File: src/rtl/karm_pkg.sv
// Shared constants and helpers for the kernel auto-restart and snapshot control bank.
package karm_pkg;

  // ****************************************
  // Register map
  // ****************************************
  localparam logic [5:0] KARM_CTRL_OFS = 6'h00;
  localparam logic [5:0] KARM_CNT_OFS  = 6'h10;
  localparam logic [5:0] KARM_IMB_OFS  = 6'h14;
  localparam logic [5:0] KARM_OMB_OFS  = 6'h18;
  localparam logic [5:0] KARM_AIN_OFS  = 6'h20;
  localparam logic [5:0] KARM_AOUT_OFS = 6'h28;

  // ****************************************
  // Field positions and reset values
  // ****************************************
  localparam int KARM_START_BIT  = 0;
  localparam int KARM_DONE_BIT   = 1;
  localparam int KARM_IDLE_BIT   = 2;
  localparam int KARM_READY_BIT  = 3;
  localparam int KARM_LEGACY_BIT = 7;
  localparam int KARM_UNLOCK_BIT = 0;
  localparam int KARM_STAT_BIT   = 1;

  localparam logic [31:0] KARM_CNT_RST    = 32'h0000_0000;
  localparam logic [31:0] KARM_WORD_RST   = 32'h0000_0000;
  localparam logic        KARM_UNLOCK_RST = 1'b1;
  localparam logic [1:0]  KARM_RESP_OKAY  = 2'h0;
  localparam logic [1:0]  KARM_RESP_SLVERR = 2'h2;

  typedef enum logic [1:0] {
    KARM_MBOX_NONE,
    KARM_MBOX_INPUT,
    KARM_MBOX_OUTPUT,
    KARM_MBOX_BOTH
  } karm_mbox_e;

  function automatic logic [31:0] karm_merge(input logic [31:0] old_w,
                                             input logic [31:0] new_w,
                                             input logic [3:0]  strb);
    logic [31:0] res;
    res = old_w;
    for (int b = 0; b < 4; b++) begin
      if (strb[b]) begin
        res[8*b +: 8] = new_w[8*b +: 8];
      end
    end
    return res;
  endfunction : karm_merge

endpackage : karm_pkg

File: src/rtl/karm_top.sv
// Control bank of an accelerator kernel: auto-restart counter, legacy restart and snapshot mailboxes.
//
// Behaviour
// - Counter written all ones runs the kernel continuously until stopped.
// - Counter written zero stops launching new executions.
// - Counter written N runs exactly N executions, then stops.
// - Zero written mid count cancels the remaining executions.
// - With the counter, completion sets only after the last run and idle.
// - Control bit 7 turns legacy restart on with 1, off with 0.
// - In legacy restart completion sets after every finished execution.
// - Counter register exists only when the build option is 1.
// - Mailbox option is none, input, output or both.
// - A present mailbox keeps a host copy and a kernel copy.
// - Input bit 0 at zero locks; kernel sees no updated inputs.
// - After unlock, host copy moves to kernel copy at next accept pulse.
// - Input bit 1 sets when bit 0 written zero, clears when taken.
// - Relock before the take cancels the pending transfer.
// - Mailboxes never stall host accesses or kernel execution.
// - Unlocked output copy refreshes freely; locked copy stays frozen.
// - Every output refresh clears output bit 1 to zero.
// - All bank registers run on the kernel core clock.
// - The port reset is active low regardless of global polarity.
// - Every register of the bundle shares one clock and reset.
// - Control word: start, completion, quiescent, accept, legacy at 0,1,2,3,7.
`timescale 1ns/1ns
module karm_top
  import karm_pkg::*;
#(
  parameter bit         RESTART_CNT = 1'b1,
  parameter karm_mbox_e MBOX_MODE   = KARM_MBOX_BOTH
) (
  input  wire logic        core_clk_i,
  input  wire logic        sys_rst_i,
  input  wire logic        port_rst_n_i,
  input  wire logic [5:0]  s_axi_awaddr_i,
  input  wire logic        s_axi_awvalid_i,
  output logic             s_axi_awready_o,
  input  wire logic [31:0] s_axi_wdata_i,
  input  wire logic [3:0]  s_axi_wstrb_i,
  input  wire logic        s_axi_wvalid_i,
  output logic             s_axi_wready_o,
  output logic [1:0]       s_axi_bresp_o,
  output logic             s_axi_bvalid_o,
  input  wire logic        s_axi_bready_i,
  input  wire logic [5:0]  s_axi_araddr_i,
  input  wire logic        s_axi_arvalid_i,
  output logic             s_axi_arready_o,
  output logic [31:0]      s_axi_rdata_o,
  output logic [1:0]       s_axi_rresp_o,
  output logic             s_axi_rvalid_o,
  input  wire logic        s_axi_rready_i,
  output logic             kern_start_o,
  input  wire logic        kern_done_i,
  input  wire logic        kern_idle_i,
  input  wire logic        kern_ready_i,
  output logic [31:0]      kern_arg_in_o,
  input  wire logic [31:0] kern_arg_out_i,
  input  wire logic        kern_arg_out_vld_i
);

  // ****************************************
  // Reset and bus handshake
  // ****************************************
  // Both resets are synchronous to the core clock, so no crossing is needed.
  logic rst;
  assign rst = sys_rst_i | ~port_rst_n_i;

  logic        awready_reg, arready_reg, bvalid_reg, rvalid_reg;
  logic [1:0]  bresp_reg, rresp_reg;
  logic [31:0] rdata_reg;
  logic        aw_ok, ar_ok, wr_fire, rd_fire;
  logic [5:0]  waddr, raddr;

  // Ready never depends on lock state, so a locked mailbox cannot hold the bus.
  assign aw_ok   = s_axi_awvalid_i & s_axi_wvalid_i & ~awready_reg & ~bvalid_reg;
  assign ar_ok   = s_axi_arvalid_i & ~arready_reg & ~rvalid_reg;
  assign wr_fire = awready_reg & s_axi_awvalid_i & s_axi_wvalid_i;
  assign rd_fire = arready_reg & s_axi_arvalid_i;
  assign waddr   = {s_axi_awaddr_i[5:2], 2'h0};
  assign raddr   = {s_axi_araddr_i[5:2], 2'h0};

  // ****************************************
  // Address decode
  // ****************************************
  logic cnt_en, in_mb, out_mb;
  assign cnt_en = RESTART_CNT;
  assign in_mb  = (MBOX_MODE == KARM_MBOX_INPUT) | (MBOX_MODE == KARM_MBOX_BOTH);
  assign out_mb = (MBOX_MODE == KARM_MBOX_OUTPUT) | (MBOX_MODE == KARM_MBOX_BOTH);

  logic wr_ctrl, wr_cnt, wr_imb, wr_omb, wr_ain, wmap;
  assign wr_ctrl = wr_fire & (waddr == KARM_CTRL_OFS);
  assign wr_cnt  = wr_fire & (waddr == KARM_CNT_OFS) & cnt_en;
  assign wr_imb  = wr_fire & (waddr == KARM_IMB_OFS) & in_mb;
  assign wr_omb  = wr_fire & (waddr == KARM_OMB_OFS) & out_mb;
  assign wr_ain  = wr_fire & (waddr == KARM_AIN_OFS);
  assign wmap    = wr_ctrl | wr_cnt | wr_imb | wr_omb | wr_ain | (waddr == KARM_AOUT_OFS);

  logic lo_strb, wr_start, wr_leg;
  assign lo_strb  = s_axi_wstrb_i[0];
  assign wr_start = wr_ctrl & lo_strb & s_axi_wdata_i[KARM_START_BIT];
  assign wr_leg   = wr_ctrl & lo_strb;

  // ****************************************
  // Launch, restart counter and completion
  // ****************************************
  logic        start_reg, done_reg, legacy_reg, inflight_reg, ctr_run_reg;
  logic [31:0] cnt_reg;
  logic        start_next, done_next, legacy_next, inflight_next, ctr_run_next;
  logic [31:0] cnt_next, cnt_wr;
  logic        cnt_inf, cnt_dec, auto_go, ctr_fin, set_done, rd_ctrl;
  logic        host_go_reg, host_go_next;

  assign cnt_inf = &cnt_reg;
  assign cnt_dec = kern_done_i & ~cnt_inf & (cnt_reg != KARM_CNT_RST);
  assign cnt_wr  = karm_merge(cnt_reg, s_axi_wdata_i, s_axi_wstrb_i);
  assign cnt_next = wr_cnt ? cnt_wr : (cnt_reg - {31'h0, cnt_dec});

  assign inflight_next = kern_ready_i | (inflight_reg & ~kern_done_i);
  assign legacy_next   = wr_leg ? s_axi_wdata_i[KARM_LEGACY_BIT] : legacy_reg;

  // Launches still owed are the count minus the one already running.
  assign auto_go = legacy_next | (&cnt_next)
                 | (cnt_next > {31'h0, inflight_next});
  // Only a host start waits for the accept pulse, so a stop never lets one more launch through.
  assign host_go_next = wr_start | (host_go_reg & ~kern_ready_i);
  assign start_next   = auto_go | host_go_next;

  assign ctr_run_next = wr_cnt ? (cnt_wr != KARM_CNT_RST) | ctr_run_reg : ctr_run_reg & ~ctr_fin;
  assign ctr_fin  = ctr_run_reg & (cnt_reg == KARM_CNT_RST) & ~inflight_reg & kern_idle_i;
  assign set_done = legacy_reg ? kern_done_i
                  : (ctr_run_reg ? ctr_fin : kern_done_i);
  assign rd_ctrl  = rd_fire & (raddr == KARM_CTRL_OFS);
  // A completion in the same cycle as the clearing read survives.
  assign done_next = set_done | (done_reg & ~rd_ctrl);

  always_ff @(posedge core_clk_i) begin
    if (rst) begin
      start_reg    <= 1'b0;
      done_reg     <= 1'b0;
      legacy_reg   <= 1'b0;
      inflight_reg <= 1'b0;
      ctr_run_reg  <= 1'b0;
      host_go_reg  <= 1'b0;
      cnt_reg      <= KARM_CNT_RST;
    end else begin
      start_reg    <= start_next;
      done_reg     <= done_next;
      legacy_reg   <= legacy_next;
      inflight_reg <= inflight_next;
      ctr_run_reg  <= ctr_run_next & cnt_en;
      host_go_reg  <= host_go_next;
      cnt_reg      <= cnt_en ? cnt_next : KARM_CNT_RST;
    end
  end

  // ****************************************
  // Input mailbox
  // ****************************************
  logic        imb_unlock_reg, imb_pend_reg, imb_unlock_next, imb_pend_next;
  logic [31:0] ain_sw_reg, ain_hw_reg, ain_sw_next, ain_hw_next;
  logic        ilock_wr, take;

  assign ilock_wr = wr_imb & lo_strb & ~s_axi_wdata_i[KARM_UNLOCK_BIT];
  assign imb_unlock_next = (wr_imb & lo_strb) ? s_axi_wdata_i[KARM_UNLOCK_BIT] : imb_unlock_reg;
  // A relock in the take cycle wins, so the host never sees a half-applied update.
  assign take = imb_unlock_reg & imb_pend_reg & kern_ready_i & ~ilock_wr;
  assign imb_pend_next = ilock_wr | (imb_pend_reg & ~take);
  assign ain_sw_next = wr_ain ? karm_merge(ain_sw_reg, s_axi_wdata_i, s_axi_wstrb_i) : ain_sw_reg;
  // Without a mailbox the kernel copy loads the same next value as the host copy, in the same cycle.
  assign ain_hw_next = ~in_mb ? ain_sw_next : (take ? ain_sw_reg : ain_hw_reg);

  always_ff @(posedge core_clk_i) begin
    if (rst) begin
      imb_unlock_reg <= KARM_UNLOCK_RST;
      imb_pend_reg   <= 1'b0;
      ain_sw_reg     <= KARM_WORD_RST;
      ain_hw_reg     <= KARM_WORD_RST;
    end else begin
      imb_unlock_reg <= imb_unlock_next;
      imb_pend_reg   <= imb_pend_next & in_mb;
      ain_sw_reg     <= ain_sw_next;
      ain_hw_reg     <= ain_hw_next;
    end
  end

  // ****************************************
  // Output mailbox
  // ****************************************
  logic        omb_unlock_reg, omb_stat_reg, hw_new_reg;
  logic        omb_unlock_next, omb_stat_next, hw_new_next;
  logic [31:0] aout_hw_reg, aout_sw_reg, aout_sw_next;
  logic        olock_wr, refresh;

  assign olock_wr = wr_omb & lo_strb & ~s_axi_wdata_i[KARM_UNLOCK_BIT];
  assign omb_unlock_next = (wr_omb & lo_strb) ? s_axi_wdata_i[KARM_UNLOCK_BIT] : omb_unlock_reg;
  // Only the last kernel result made while locked is held and delivered after the unlock.
  assign refresh = hw_new_reg & (~out_mb | (omb_unlock_reg & ~olock_wr));
  assign hw_new_next = kern_arg_out_vld_i | (hw_new_reg & ~refresh);
  assign aout_sw_next = refresh ? aout_hw_reg : aout_sw_reg;
  assign omb_stat_next = olock_wr | (omb_stat_reg & ~refresh);

  always_ff @(posedge core_clk_i) begin
    if (rst) begin
      omb_unlock_reg <= KARM_UNLOCK_RST;
      omb_stat_reg   <= 1'b0;
      hw_new_reg     <= 1'b0;
      aout_hw_reg    <= KARM_WORD_RST;
      aout_sw_reg    <= KARM_WORD_RST;
    end else begin
      omb_unlock_reg <= omb_unlock_next;
      omb_stat_reg   <= omb_stat_next & out_mb;
      hw_new_reg     <= hw_new_next;
      aout_hw_reg    <= kern_arg_out_vld_i ? kern_arg_out_i : aout_hw_reg;
      aout_sw_reg    <= aout_sw_next;
    end
  end

  // ****************************************
  // Read data and responses
  // ****************************************
  logic [31:0] ctrl_word, imb_word, omb_word, rd_word;
  logic        rmap;
  assign ctrl_word = {24'h0, legacy_reg, 3'h0, kern_ready_i, kern_idle_i, done_reg, start_reg};
  assign imb_word  = {30'h0, imb_pend_reg, imb_unlock_reg & in_mb};
  assign omb_word  = {30'h0, omb_stat_reg, omb_unlock_reg & out_mb};
  assign rmap = (raddr == KARM_CTRL_OFS) | ((raddr == KARM_CNT_OFS) & cnt_en)
              | ((raddr == KARM_IMB_OFS) & in_mb) | ((raddr == KARM_OMB_OFS) & out_mb)
              | (raddr == KARM_AIN_OFS) | (raddr == KARM_AOUT_OFS);
  assign rd_word = (raddr == KARM_CTRL_OFS) ? ctrl_word
                 : (raddr == KARM_CNT_OFS)  ? cnt_reg
                 : ((raddr == KARM_IMB_OFS) & in_mb)  ? imb_word
                 : ((raddr == KARM_OMB_OFS) & out_mb) ? omb_word
                 : (raddr == KARM_AIN_OFS)  ? ain_sw_reg
                 : (raddr == KARM_AOUT_OFS) ? aout_sw_reg
                 : KARM_WORD_RST;

  always_ff @(posedge core_clk_i) begin
    if (rst) begin
      awready_reg <= 1'b0;
      arready_reg <= 1'b0;
      bvalid_reg  <= 1'b0;
      rvalid_reg  <= 1'b0;
      bresp_reg   <= KARM_RESP_OKAY;
      rresp_reg   <= KARM_RESP_OKAY;
      rdata_reg   <= KARM_WORD_RST;
    end else begin
      awready_reg <= aw_ok;
      arready_reg <= ar_ok;
      bvalid_reg  <= wr_fire | (bvalid_reg & ~s_axi_bready_i);
      rvalid_reg  <= rd_fire | (rvalid_reg & ~s_axi_rready_i);
      bresp_reg   <= wr_fire ? (wmap ? KARM_RESP_OKAY : KARM_RESP_SLVERR) : bresp_reg;
      rresp_reg   <= rd_fire ? (rmap ? KARM_RESP_OKAY : KARM_RESP_SLVERR) : rresp_reg;
      rdata_reg   <= rd_fire ? rd_word : rdata_reg;
    end
  end

  assign s_axi_awready_o = awready_reg;
  assign s_axi_wready_o  = awready_reg;
  assign s_axi_bvalid_o  = bvalid_reg;
  assign s_axi_bresp_o   = bresp_reg;
  assign s_axi_arready_o = arready_reg;
  assign s_axi_rvalid_o  = rvalid_reg;
  assign s_axi_rresp_o   = rresp_reg;
  assign s_axi_rdata_o   = rdata_reg;
  assign kern_start_o    = start_reg;
  assign kern_arg_in_o   = ain_hw_reg;
endmodule : karm_top

File: config.mk
export PLATFORM = sky130hd
export DESIGN_NAME = karm_top
export DESIGN_NICKNAME = d
export VERILOG_FILES = /design/src/rtl/karm_pkg.sv /design/src/rtl/karm_top.sv
export SDC_FILE = /design/constraint.sdc
export NUM_CORES = 1
export LEC_CHECK = 0
export BUFFER_PORTS_ARGS = -buffer_cell sky130_fd_sc_hd__clkbuf_2
export CORE_ASPECT_RATIO = 0.5
export CORE_MARGIN = 3
export CORE_UTILIZATION = 40
export DETAILED_ROUTE_END_ITERATION = 16
export GPL_TIMING_DRIVEN = 0
export PLACE_DENSITY_LB_ADDON = 0.25
export SETUP_SLACK_MARGIN = 0.4
export SYNTH_ARGS = -nofsm -noshare
export SYNTH_HDL_FRONTEND = slang
export SYNTH_SLANG_ARGS = --single-unit
File: constraint.sdc
create_clock -name core_clk_i -period 5.3 [get_ports core_clk_i]
set_input_delay 0.53 -clock core_clk_i [delete_from_list [all_inputs] [get_ports core_clk_i]]
set_output_delay 0.53 -clock core_clk_i [all_outputs]
set_load 0.01 [all_outputs]
==> impl_metrics.py, run 1 <==
metrics = {
    "clock_network": {
        "ctsHoldBuffers": 0,
        "cts_made_buffers": 21,
        "cts_tree": "built",
        "cts.sinks": 209,
        "clk_latency_ps": 520,
        "root_buffer": "clkbuf_16",
        "htreeDepth": 1,
        "clockBufferDepth": 3,
        "clk_pin_slew_ps": 70,
    },
    "floorplan": {
        "rows": 39,
        "die_y_um": 115,
        "io_pins": 166,
        "fp.dieW_um": 224,
        "start_util": 0.413,
        "coreArea_um2": 23100,
        "dieArea_um2": 25800,
    },
    "setup_path": {
        "worstPathArrival_ps": 5090,
        "path_max_fanout": 8,
        "worstSetupPathType": "reg -> reg",
        "critical_path.reg2reg.startpoint": "cnt_reg[25]$_SDFF_PP0_",
        "cp_data_required_time_ps": 5700,
        "crit_path_start_kind": "flip-flop",
        "cp-startpoint": "cnt_reg[25]$_SDFF_PP0_",
        "crit_path_end_kind": "flip-flop",
    },
    "sta": {
        "setup_slack_ps": 613,
        "tns_ps": 0,
        "rsz0062_at_grt": "no",
        "max_clock_freq_mhz": 213,
        "slew-limit-headroom": 0.214,
        "worst_pin_slew_ps": 1180,
        "min_period_ps": 4690,
        "drv_slew": 0,
        "hold_viol_final": 0,
        "setup_violations": 0,
        "finClkSkew_ps": 14.4,
        "fin_crit_sh": 0.884,
    },
    "flow_run": {
        "maxCapViolations": 0,
    },
    "pwr": {
        "ir_drop_mv": 0.231,
        "p_switching_mw": 2.17,
        "combPwrFrac": 0.392,
        "p_sw_frac": 0.388,
        "p_leak_nw": 4.53,
        "clkPwrFrac": 0.287,
        "powerDensity_nw_per_um2": 488,
        "seqPwrFrac": 0.322,
        "p_int_mw": 3.43,
    },
    "route": {
        "drt-wirelength-per-cell_um": 21.6,
        "final_antenna_net_count": 0,
        "route.final.wire_length_um": 35900,
        "drc": 0,
        "num_vias": 9666,
        "drt_iter0_drc": 964,
        "via_per_inst": 5.81,
        "firstDrtPassIters": 8,
    },
    "synthesis": {
        "synth-main-ff-cell": "dfxtp_1",
        "synthXorXnorAreaFrac": 0,
        "synth-simple-area-share": 0.259,
        "synth-seq-cells": 209,
        "syn_area_um2": 9520,
        "synth_edf_count": 0,
        "synth_cell_types": 67,
        "synth_fa_ha_area_frac": 0.00394,
        "synth_area_leaders": "dfxtp_1, nand2_1, a21oi_1",
        "synth_warnings": 0,
        "ys_seq_area_frac": 0.439,
        "yosys.area.top_type_share": 0.439,
        "yosys.area.top_type": "dfxtp_1",
        "synthCells": 1161,
        "synth_top_family_by_area": "simple AND/OR/NAND/NOR gates",
        "synth.area.mux_share": 0.100,
        "avgSynthCellArea_um2": 8.20,
        "synth_most_common_cell": "dfxtp_1",
        "async_reset_ff_frac": 0,
        "synth_compound_area_frac": 0.151,
        "synth_common_cells": "dfxtp_1, nand2_1, nor2_1, a21oi_1, clkbuf_1",
    },
    "global_route": {
        "grt_first_pass_wirelength_um": 54300,
        "grt_max_degree": 16,
        "use_met2": 0.402,
        "use_met1": 0.389,
        "grtUsageMet3": 0.101,
        "grt-ovfl-total": 0,
        "antenna_found_initial": 0,
        "busiest_layer": "met2",
        "grt_usage": 0.274,
        "grt_pass1_vias": 9076,
    },
    "worst_hold_path": {
        "min_from": "kern_arg_out_i[27]",
        "min_path_type": "in -> reg",
    },
    "place": {
        "dp.cells": 1624,
        "dp_hpwl_um": 27600,
        "preCtsSetupSlack_ps": 569,
        "gp_routability_congestion": 1.01,
        "io_buffers": 155,
    },
    "layout": {
        "fill_cells": 2251,
        "post-route-util": 0.497,
        "final_nets": 1438,
        "seq_area_um2": 4180,
        "fin_cells": 1665,
        "diodes": 0,
        "drive_gt1_frac": 0.189,
        "multiInputGateArea_um2": 4930,
        "syn_to_final_growth_pct": 20.4,
    },
    "status": {
        "run_status": "complete, no violations",
    },
}
==> layout make-up <==
type | instances | area share
Sequential cell | 209 | 0.365
Clock buffer | 27 | 0.0504
Clock inverter | 11 | 0.0129
Multi-Input combinational cell | 845 | 0.430
Timing Repair Buffer | 158 | 0.0696
Inverter | 16 | 0.00524
Buffer | 92 | 0.0337
Tap cell | 307 | 0.0335
==> metrics by stage <==
stage | cell area (um2) | power (mW) | hold slack (ps)
floorplan | 9530 | 3.25 | 431
global placement | 10700 | 3.85 | 441
global route | 11500 | 5.88 | 255
CTS | 11400 | 5.44 | 243
detailed placement | 10700 | 3.86 | 445
finish | 11500 | 5.60 | 250
==> cell families after synthesis <==
kind of cell / after synthesis
buf+inv: 108
simple gates: 523
fa+ha+maj: 3
compound gates: 226
mux: 91
flops: 209
other cells: 1
==> path summary, 6_finish.rpt <==
check	end	slack, ps	depth (start not counted)
max	kern_start_o$_SDFF_PP0_	610	16
min	aout_hw_reg[27]$_SDFFE_PP0P_	250	3
max reg2reg	kern_start_o$_SDFF_PP0_	610	16
min reg2reg	aout_sw_reg[6]$_SDFFE_PP0P_	450	2
==> worst max-delay path: stages, from the launching register on <==
cell	delay, ps
dfxtp_1	300
clkbuf_1	240
nor4_4	350
nand2b_1	160
or3_1	350
or4_1	620
and3_1	220
ha_1	240
ha_1	270
nor4b_2	230
nand4_1	290
o21ai_0	140
a21oi_1	260
nor3_1	110
nor4_1	390
nand3_1	140
o31a_1	260
==> cells in the final DEF, fill, tap and decap left out, drive strengths merged, types with 21 or more instances in the layout <==
| cell | netlist | final |
|---|---|---|
| a21oi | 118 | 118 |
| nor4 | 21 | 21 |
| mux2i | 58 | 58 |
| dfxtp | 209 | 209 |
| nand4 | 22 | 22 |
| nand2 | 182 | 182 |
| nor2 | 142 | 142 |
| clkbuf | 77 | 259 |
| nand3 | 31 | 31 |
| a221oi | 32 | 32 |
| nor3 | 56 | 56 |
| mux2 | 33 | 33 |
==> power by group through the flow <==
| stage | registers [mW] | logic [mW] | clock network [mW] |
|---|---|---|---|
| 6_report | 1.80 | 2.19 | 1.60 |
| 5_1_grt | 1.81 | 2.39 | 1.69 |
| 4_1_cts | 1.78 | 2.05 | 1.61 |
| 3_5_place_dp | 1.82 | 2.04 | 0 |
| 3_3_place_gp | 1.82 | 2.03 | 0 |
| 2_1_floorplan | 1.77 | 1.48 | 0 |
==> routing by layer <==
layer / share of wire / vias up
met5: 0 / -
met4: 0.019 / 0
met3: 0.11 / 55
met2: 0.41 / 439
met1: 0.46 / 4661
li1: - / 4511
==> timing repair <==
item	4_1_cts	5_1_grt
setup buffers	0	3
setup endpoints to repair	0	1
resized for setup	0	7
Note: power is estimated with default switching activity, not from simulation.
==> inputs of run 2 (changes only) <==
BUFFER_PORTS_ARGS = not set   (was -buffer_cell sky130_fd_sc_hd__clkbuf_2)
DONT_BUFFER_PORTS = 1   (was not set)
==> impl_metrics.py, run 2 (synthesized netlist as in run 1, its figures left out) <==
metrics = {
    "sta": {
        "setup_violations": 0,
        "worst_pin_slew_ps": 1110,
        "min_period_ps": 4720,
        "finClkSkew_ps": 15.6,
        "rsz0062_at_grt": "no",
        "holdWs_ps": 144,
        "slew-limit-headroom": 0.261,
        "fin_crit_sh": 0.891,
        "tns_ps": 0,
        "max_clock_freq_mhz": 212,
        "hold_viol_final": 0,
        "drv_slew": 0,
        "setup_slack_ps": 580,
    },
    "setup_path": {
        "cp_data_required_time_ps": 5700,
        "crit_path_end_kind": "flip-flop",
        "path_max_fanout": 10,
        "worstSetupPathType": "reg -> reg",
        "slowest_stage": "or4_1",
        "crit_chain": "clkbuf_1 -> nor4_4 -> nand2b_1 -> or3_1 -> or4_1 -> and3_1 -> ha_1 -> ha_1 -> nor4b_2 -> nand2_1 -> nor3_1 -> a211oi_2 -> nand4_1 -> nor4_2 -> nand4_1 -> o31a_1",
        "worstPathArrival_ps": 5120,
        "crit_path_start_kind": "flip-flop",
        "critPathBufInv": 1,
        "max_stage_delay_ps": 610,
        "crit_family": "simple AND/OR/NAND/NOR gates",
    },
    "clock_network": {
        "cts_resized": 0,
        "cts_tree": "built",
        "cts_setup_buffers": 0,
        "cts.sinks": 209,
        "clk_latency_ps": 520,
        "root_buffer": "clkbuf_16",
        "cts_made_buffers": 20,
        "clk_pin_slew_ps": 70,
        "ctsHoldBuffers": 0,
        "clockBufferDepth": 3,
        "htreeDepth": 1,
    },
    "place": {
        "dp_hpwl_um": 27600,
        "preCtsSetupSlack_ps": 430,
        "gp_routability_congestion": 1.00,
        "io_buffers": 0,
    },
    "route": {
        "via_per_inst": 5.99,
        "drt_iter0_drc": 1046,
        "drt-wirelength-per-cell_um": 23.6,
        "num_vias": 9011,
        "route.final.wire_length_um": 35600,
        "firstDrtPassIters": 6,
        "drc": 0,
        "final_antenna_net_count": 0,
    },
    "pwr": {
        "p_leak_nw": 3.81,
        "powerDensity_nw_per_um2": 505,
        "ir_drop_mv": 0.231,
        "power.total_mw": 5.36,
    },
    "global_route": {
        "grt_usage": 0.268,
        "antenna_found_initial": 0,
        "grt_max_degree": 16,
        "grt-ovfl-total": 0,
        "grt_pass1_vias": 8225,
        "grt_first_pass_wirelength_um": 52600,
    },
    "flow_run": {
        "maxCapViolations": 0,
    },
    "layout": {
        "final_nets": 1279,
        "drive_gt1_frac": 0.0785,
        "final_common_cell": "dfxtp_1",
        "syn_to_final_growth_pct": 11.5,
        "final_cell_mix": "dfxtp_1, nand2_1, nor2_1",
        "diodes": 0,
    },
    "floorplan": {
        "fp.dieW_um": 224,
        "rows": 39,
        "dieArea_um2": 25800,
        "io_pins": 166,
        "coreArea_um2": 23100,
        "start_util": 0.413,
        "die_y_um": 115,
    },
    "worst_hold_path": {
        "min_path_type": "in -> reg",
    },
    "status": {
        "run_status": "complete, no violations",
    },
}
## run 2: through the flow
step                cells   util  instance area (um2)
floorplan            1162      -                 9530
global placement     1469  0.429                 9910
detailed placement   1469  0.429                 9910
CTS                  1505  0.458                10600
global route         1505  0.460                10600
finish               1505  0.460                10600
## run 2: area by class of cell
type	count	area, um2
clock buffer	33	609
fill	2331	12500
clock inverter	3	43.8
tap	307	384
sequential	209	4180
inverter	16	60.1
buffer	92	385
multi-input combinational	845	4950
## run 2: path summary, 6_finish.rpt
path                                    start                     endpoint  slack [ps]  depth (start not counted)
setup / recovery       cnt_reg[24]$_SDFF_PP0_      kern_start_o$_SDFF_PP0_         580                         16
hold / removal                s_axi_awvalid_i   s_axi_awready_o$_SDFF_PP0_         140                          2
setup reg to reg       cnt_reg[24]$_SDFF_PP0_      kern_start_o$_SDFF_PP0_         580                         16
hold reg to reg   aout_hw_reg[5]$_SDFFE_PP0P_  aout_sw_reg[5]$_SDFFE_PP0P_         450                          2
## run 2: power breakdown
group	total [mW]	switching, mW	internal, mW
combinational	2.12	1.33	0.786
sequential	1.80	0.135	1.67
clock	1.44	0.642	0.794
## run 2: metal layers
layer	up-vias	GRT usage	routed length, um	part of all wire
met5	-	0	0	0
met4	0	0.0533	803	0.023
met3	75	0.0819	4230	0.12
met2	474	0.396	14800	0.42
met1	4274	0.387	15700	0.44
li1	4188	-	-	-
==> inputs of run 3 (changes only) <==
ABC_AREA = 1   (was not set)
==> impl_metrics.py, run 3 <==
metrics = {
    "flow_run": {
        "maxCapViolations": 0,
    },
    "setup_path": {
        "worstPathArrival_ps": 4220,
        "crit_family": "simple AND/OR/NAND/NOR gates",
        "crit_chain": "nor2_2 -> nand2_1 -> nor2_1 -> nand2_1 -> nor4_2 -> a211oi_1 -> ha_1 -> ha_1 -> nand2_4 -> nor2_4 -> nand2_2 -> clkinv_1 -> nand3_1 -> nand3_1 -> nand2_1 -> nand3_1 -> nor2_1 -> nand2_1 -> nor2_1 -> nor2_1",
        "path_max_fanout": 8,
        "slowest_stage": "nor4_2",
        "critPathBufInv": 1,
        "cp_data_required_time_ps": 5670,
        "crit_path_start_kind": "flip-flop",
        "crit_path_end_kind": "flip-flop",
        "max_stage_delay_ps": 470,
        "worstSetupPathType": "reg -> reg",
    },
    "synthesis": {
        "yosys.area.top_type": "dfxtp_1",
        "synthCells": 1397,
        "yosys.area.top_type_share": 0.432,
        "synth_cell_types": 47,
        "async_reset_ff_frac": 0,
        "avgSynthCellArea_um2": 6.94,
        "synth_edf_count": 0,
        "synth-seq-cells": 209,
        "syn_area_um2": 9690,
        "synth-main-ff-cell": "dfxtp_1",
        "synth_area_leaders": "dfxtp_1, nand2_1, a21oi_1",
        "synth_warnings": 0,
        "ys_seq_area_frac": 0.432,
        "synth_common_cells": "nand2_1, dfxtp_1, a21oi_1, nor2_1, o21ai_0",
        "synth_most_common_cell": "nand2_1",
    },
    "layout": {
        "fill_cells": 2398,
        "final_nets": 1516,
        "diodes": 0,
        "final_cell_mix": "nand2_1, dfxtp_1, a21oi_1",
        "final_area_um2": 10800,
        "syn_to_final_growth_pct": 11.0,
        "drive_gt1_frac": 0.0704,
        "final_common_cell": "nand2_1",
    },
    "pwr": {
        "p_leak_nw": 4.04,
        "combPwrFrac": 0.500,
        "clkPwrFrac": 0.219,
        "seqPwrFrac": 0.281,
        "ir_drop_mv": 0.253,
        "p_sw_frac": 0.473,
        "p_switching_mw": 3.22,
        "powerDensity_nw_per_um2": 634,
        "p_int_mw": 3.59,
    },
    "sta": {
        "max_clock_freq_mhz": 260,
        "tns_ps": 0,
        "setup_violations": 0,
        "drv_slew": 0,
        "fin_crit_sh": 0.725,
        "worst_pin_slew_ps": 854,
        "min_period_ps": 3840,
        "slew-limit-headroom": 0.431,
        "finClkSkew_ps": 9.94,
        "rsz0062_at_grt": "no",
        "hold_viol_final": 0,
    },
    "clock_network": {
        "cts.sinks": 209,
        "cts_resized": 0,
        "clockBufferDepth": 3,
        "htreeDepth": 1,
        "root_buffer": "clkbuf_16",
        "cts_tree": "built",
        "ctsHoldBuffers": 0,
        "cts_setup_buffers": 0,
        "clk_latency_ps": 510,
        "clk_pin_slew_ps": 70,
        "cts_made_buffers": 21,
    },
    "global_route": {
        "antenna_found_initial": 0,
        "grt_usage": 0.261,
        "grt_first_pass_wirelength_um": 51900,
        "grt_pass1_vias": 8547,
        "grt_max_degree": 16,
        "grt-ovfl-total": 0,
    },
    "route": {
        "route.final.wire_length_um": 35300,
        "via_per_inst": 5.49,
        "final_antenna_net_count": 0,
        "drt_iter0_drc": 869,
        "num_vias": 9572,
        "firstDrtPassIters": 5,
        "drc": 0,
        "drt-wirelength-per-cell_um": 20.2,
    },
    "floorplan": {
        "dieArea_um2": 26200,
        "die_y_um": 116,
        "rows": 39,
        "coreArea_um2": 23300,
        "start_util": 0.415,
        "io_pins": 166,
        "fp.dieW_um": 226,
    },
    "place": {
        "gp_routability_congestion": 0.971,
        "io_buffers": 0,
        "dp_hpwl_um": 28300,
        "place_area_um2": 10100,
    },
    "worst_hold_path": {
        "min_path_type": "in -> reg",
    },
    "status": {
        "run_status": "complete, no violations",
    },
}
## run 3: cells by family (layout without fill, tap and decap cells)
kind of cell,count (synthesis),after routing,synth area share
other,1,2,0.000387
AND/OR/NAND/NOR,565,565,0.252
buffers and inverters,214,251,0.0917
adder cells (fa/ha/maj),3,3,0.00387
flip-flops,209,209,0.432
XOR/XNOR,2,2,0.00181
AO/OA/AOI/OAI,403,403,0.218
## run 3: worst register-to-register path: stages, from the launching register on
cell	delay (ps)
dfxtp_1	410
nor2_2	240
nand2_1	150
nor2_1	240
nand2_1	100
nor4_2	480
a211oi_1	170
ha_1	320
ha_1	320
nand2_4	150
nor2_4	80
nand2_2	150
clkinv_1	120
nand3_1	80
nand3_1	120
nand2_1	130
nand3_1	80
nor2_1	140
nand2_1	60
nor2_1	120
nor2_1	50
## run 3: routing by layer
metal / share of wire / GRT usage / routed length (um) / vias to the layer above
met5: 0 / 0 / 0 / -
met4: 0.031 / 0.0802 / 1080 / 0
met3: 0.10 / 0.0643 / 3510 / 73
met2: 0.42 / 0.388 / 14700 / 431
met1: 0.45 / 0.375 / 16000 / 4397
li1: - / - / - / 4671
## run 3: worst paths after layout
| path | cells after the start | slack, ps | to | startpoint |
|---|---|---|---|---|
| max reg2reg | 20 | 1460 | kern_start_o$_SDFF_PP0_ | cnt_reg[17]$_SDFF_PP0_ |
| min reg2reg | 2 | 460 | aout_hw_reg[27]$_SDFFE_PP0P_ | aout_hw_reg[27]$_SDFFE_PP0P_ |
| max | 20 | 1460 | kern_start_o$_SDFF_PP0_ | cnt_reg[17]$_SDFF_PP0_ |
| min | 2 | 170 | aout_hw_reg[20]$_SDFFE_PP0P_ | kern_arg_out_i[20] |
## run 3: layout make-up
cell class / instances / area, um2 / share of cell area
Multi-Input combinational cell: 975 / 4620 / 0.430
Sequential cell: 209 / 4180 / 0.389
Clock buffer: 29 / 606 / 0.0563
Inverter: 137 / 514 / 0.0478
Tap cell: 307 / 384 / 0.0357
Buffer: 77 / 374 / 0.0348
Clock inverter: 8 / 71.3 / 0.00663
## run 3: power groups by stage
stage	Clock, mW	Combinational (mW)	Sequential (mW)
after detailed placement	0	3.36	1.94
final	1.49	3.41	1.91
after global routing	1.56	3.86	1.93
after global placement	0	3.38	1.94
after CTS	1.49	3.38	1.91
after floorplan	0	2.52	1.86
## run 3: through the flow
step	cells	utilization	power [mW]	worst slack (ps)	hold WS (ps)
after global placement	1705	0.432	5.32	1470	446
after floorplan	1398	-	4.39	2540	430
final	1742	0.461	6.82	1460	168
after detailed placement	1705	0.432	5.31	1520	450
after CTS	1742	0.461	6.77	1490	158
after global routing	1742	0.461	7.35	1210	165
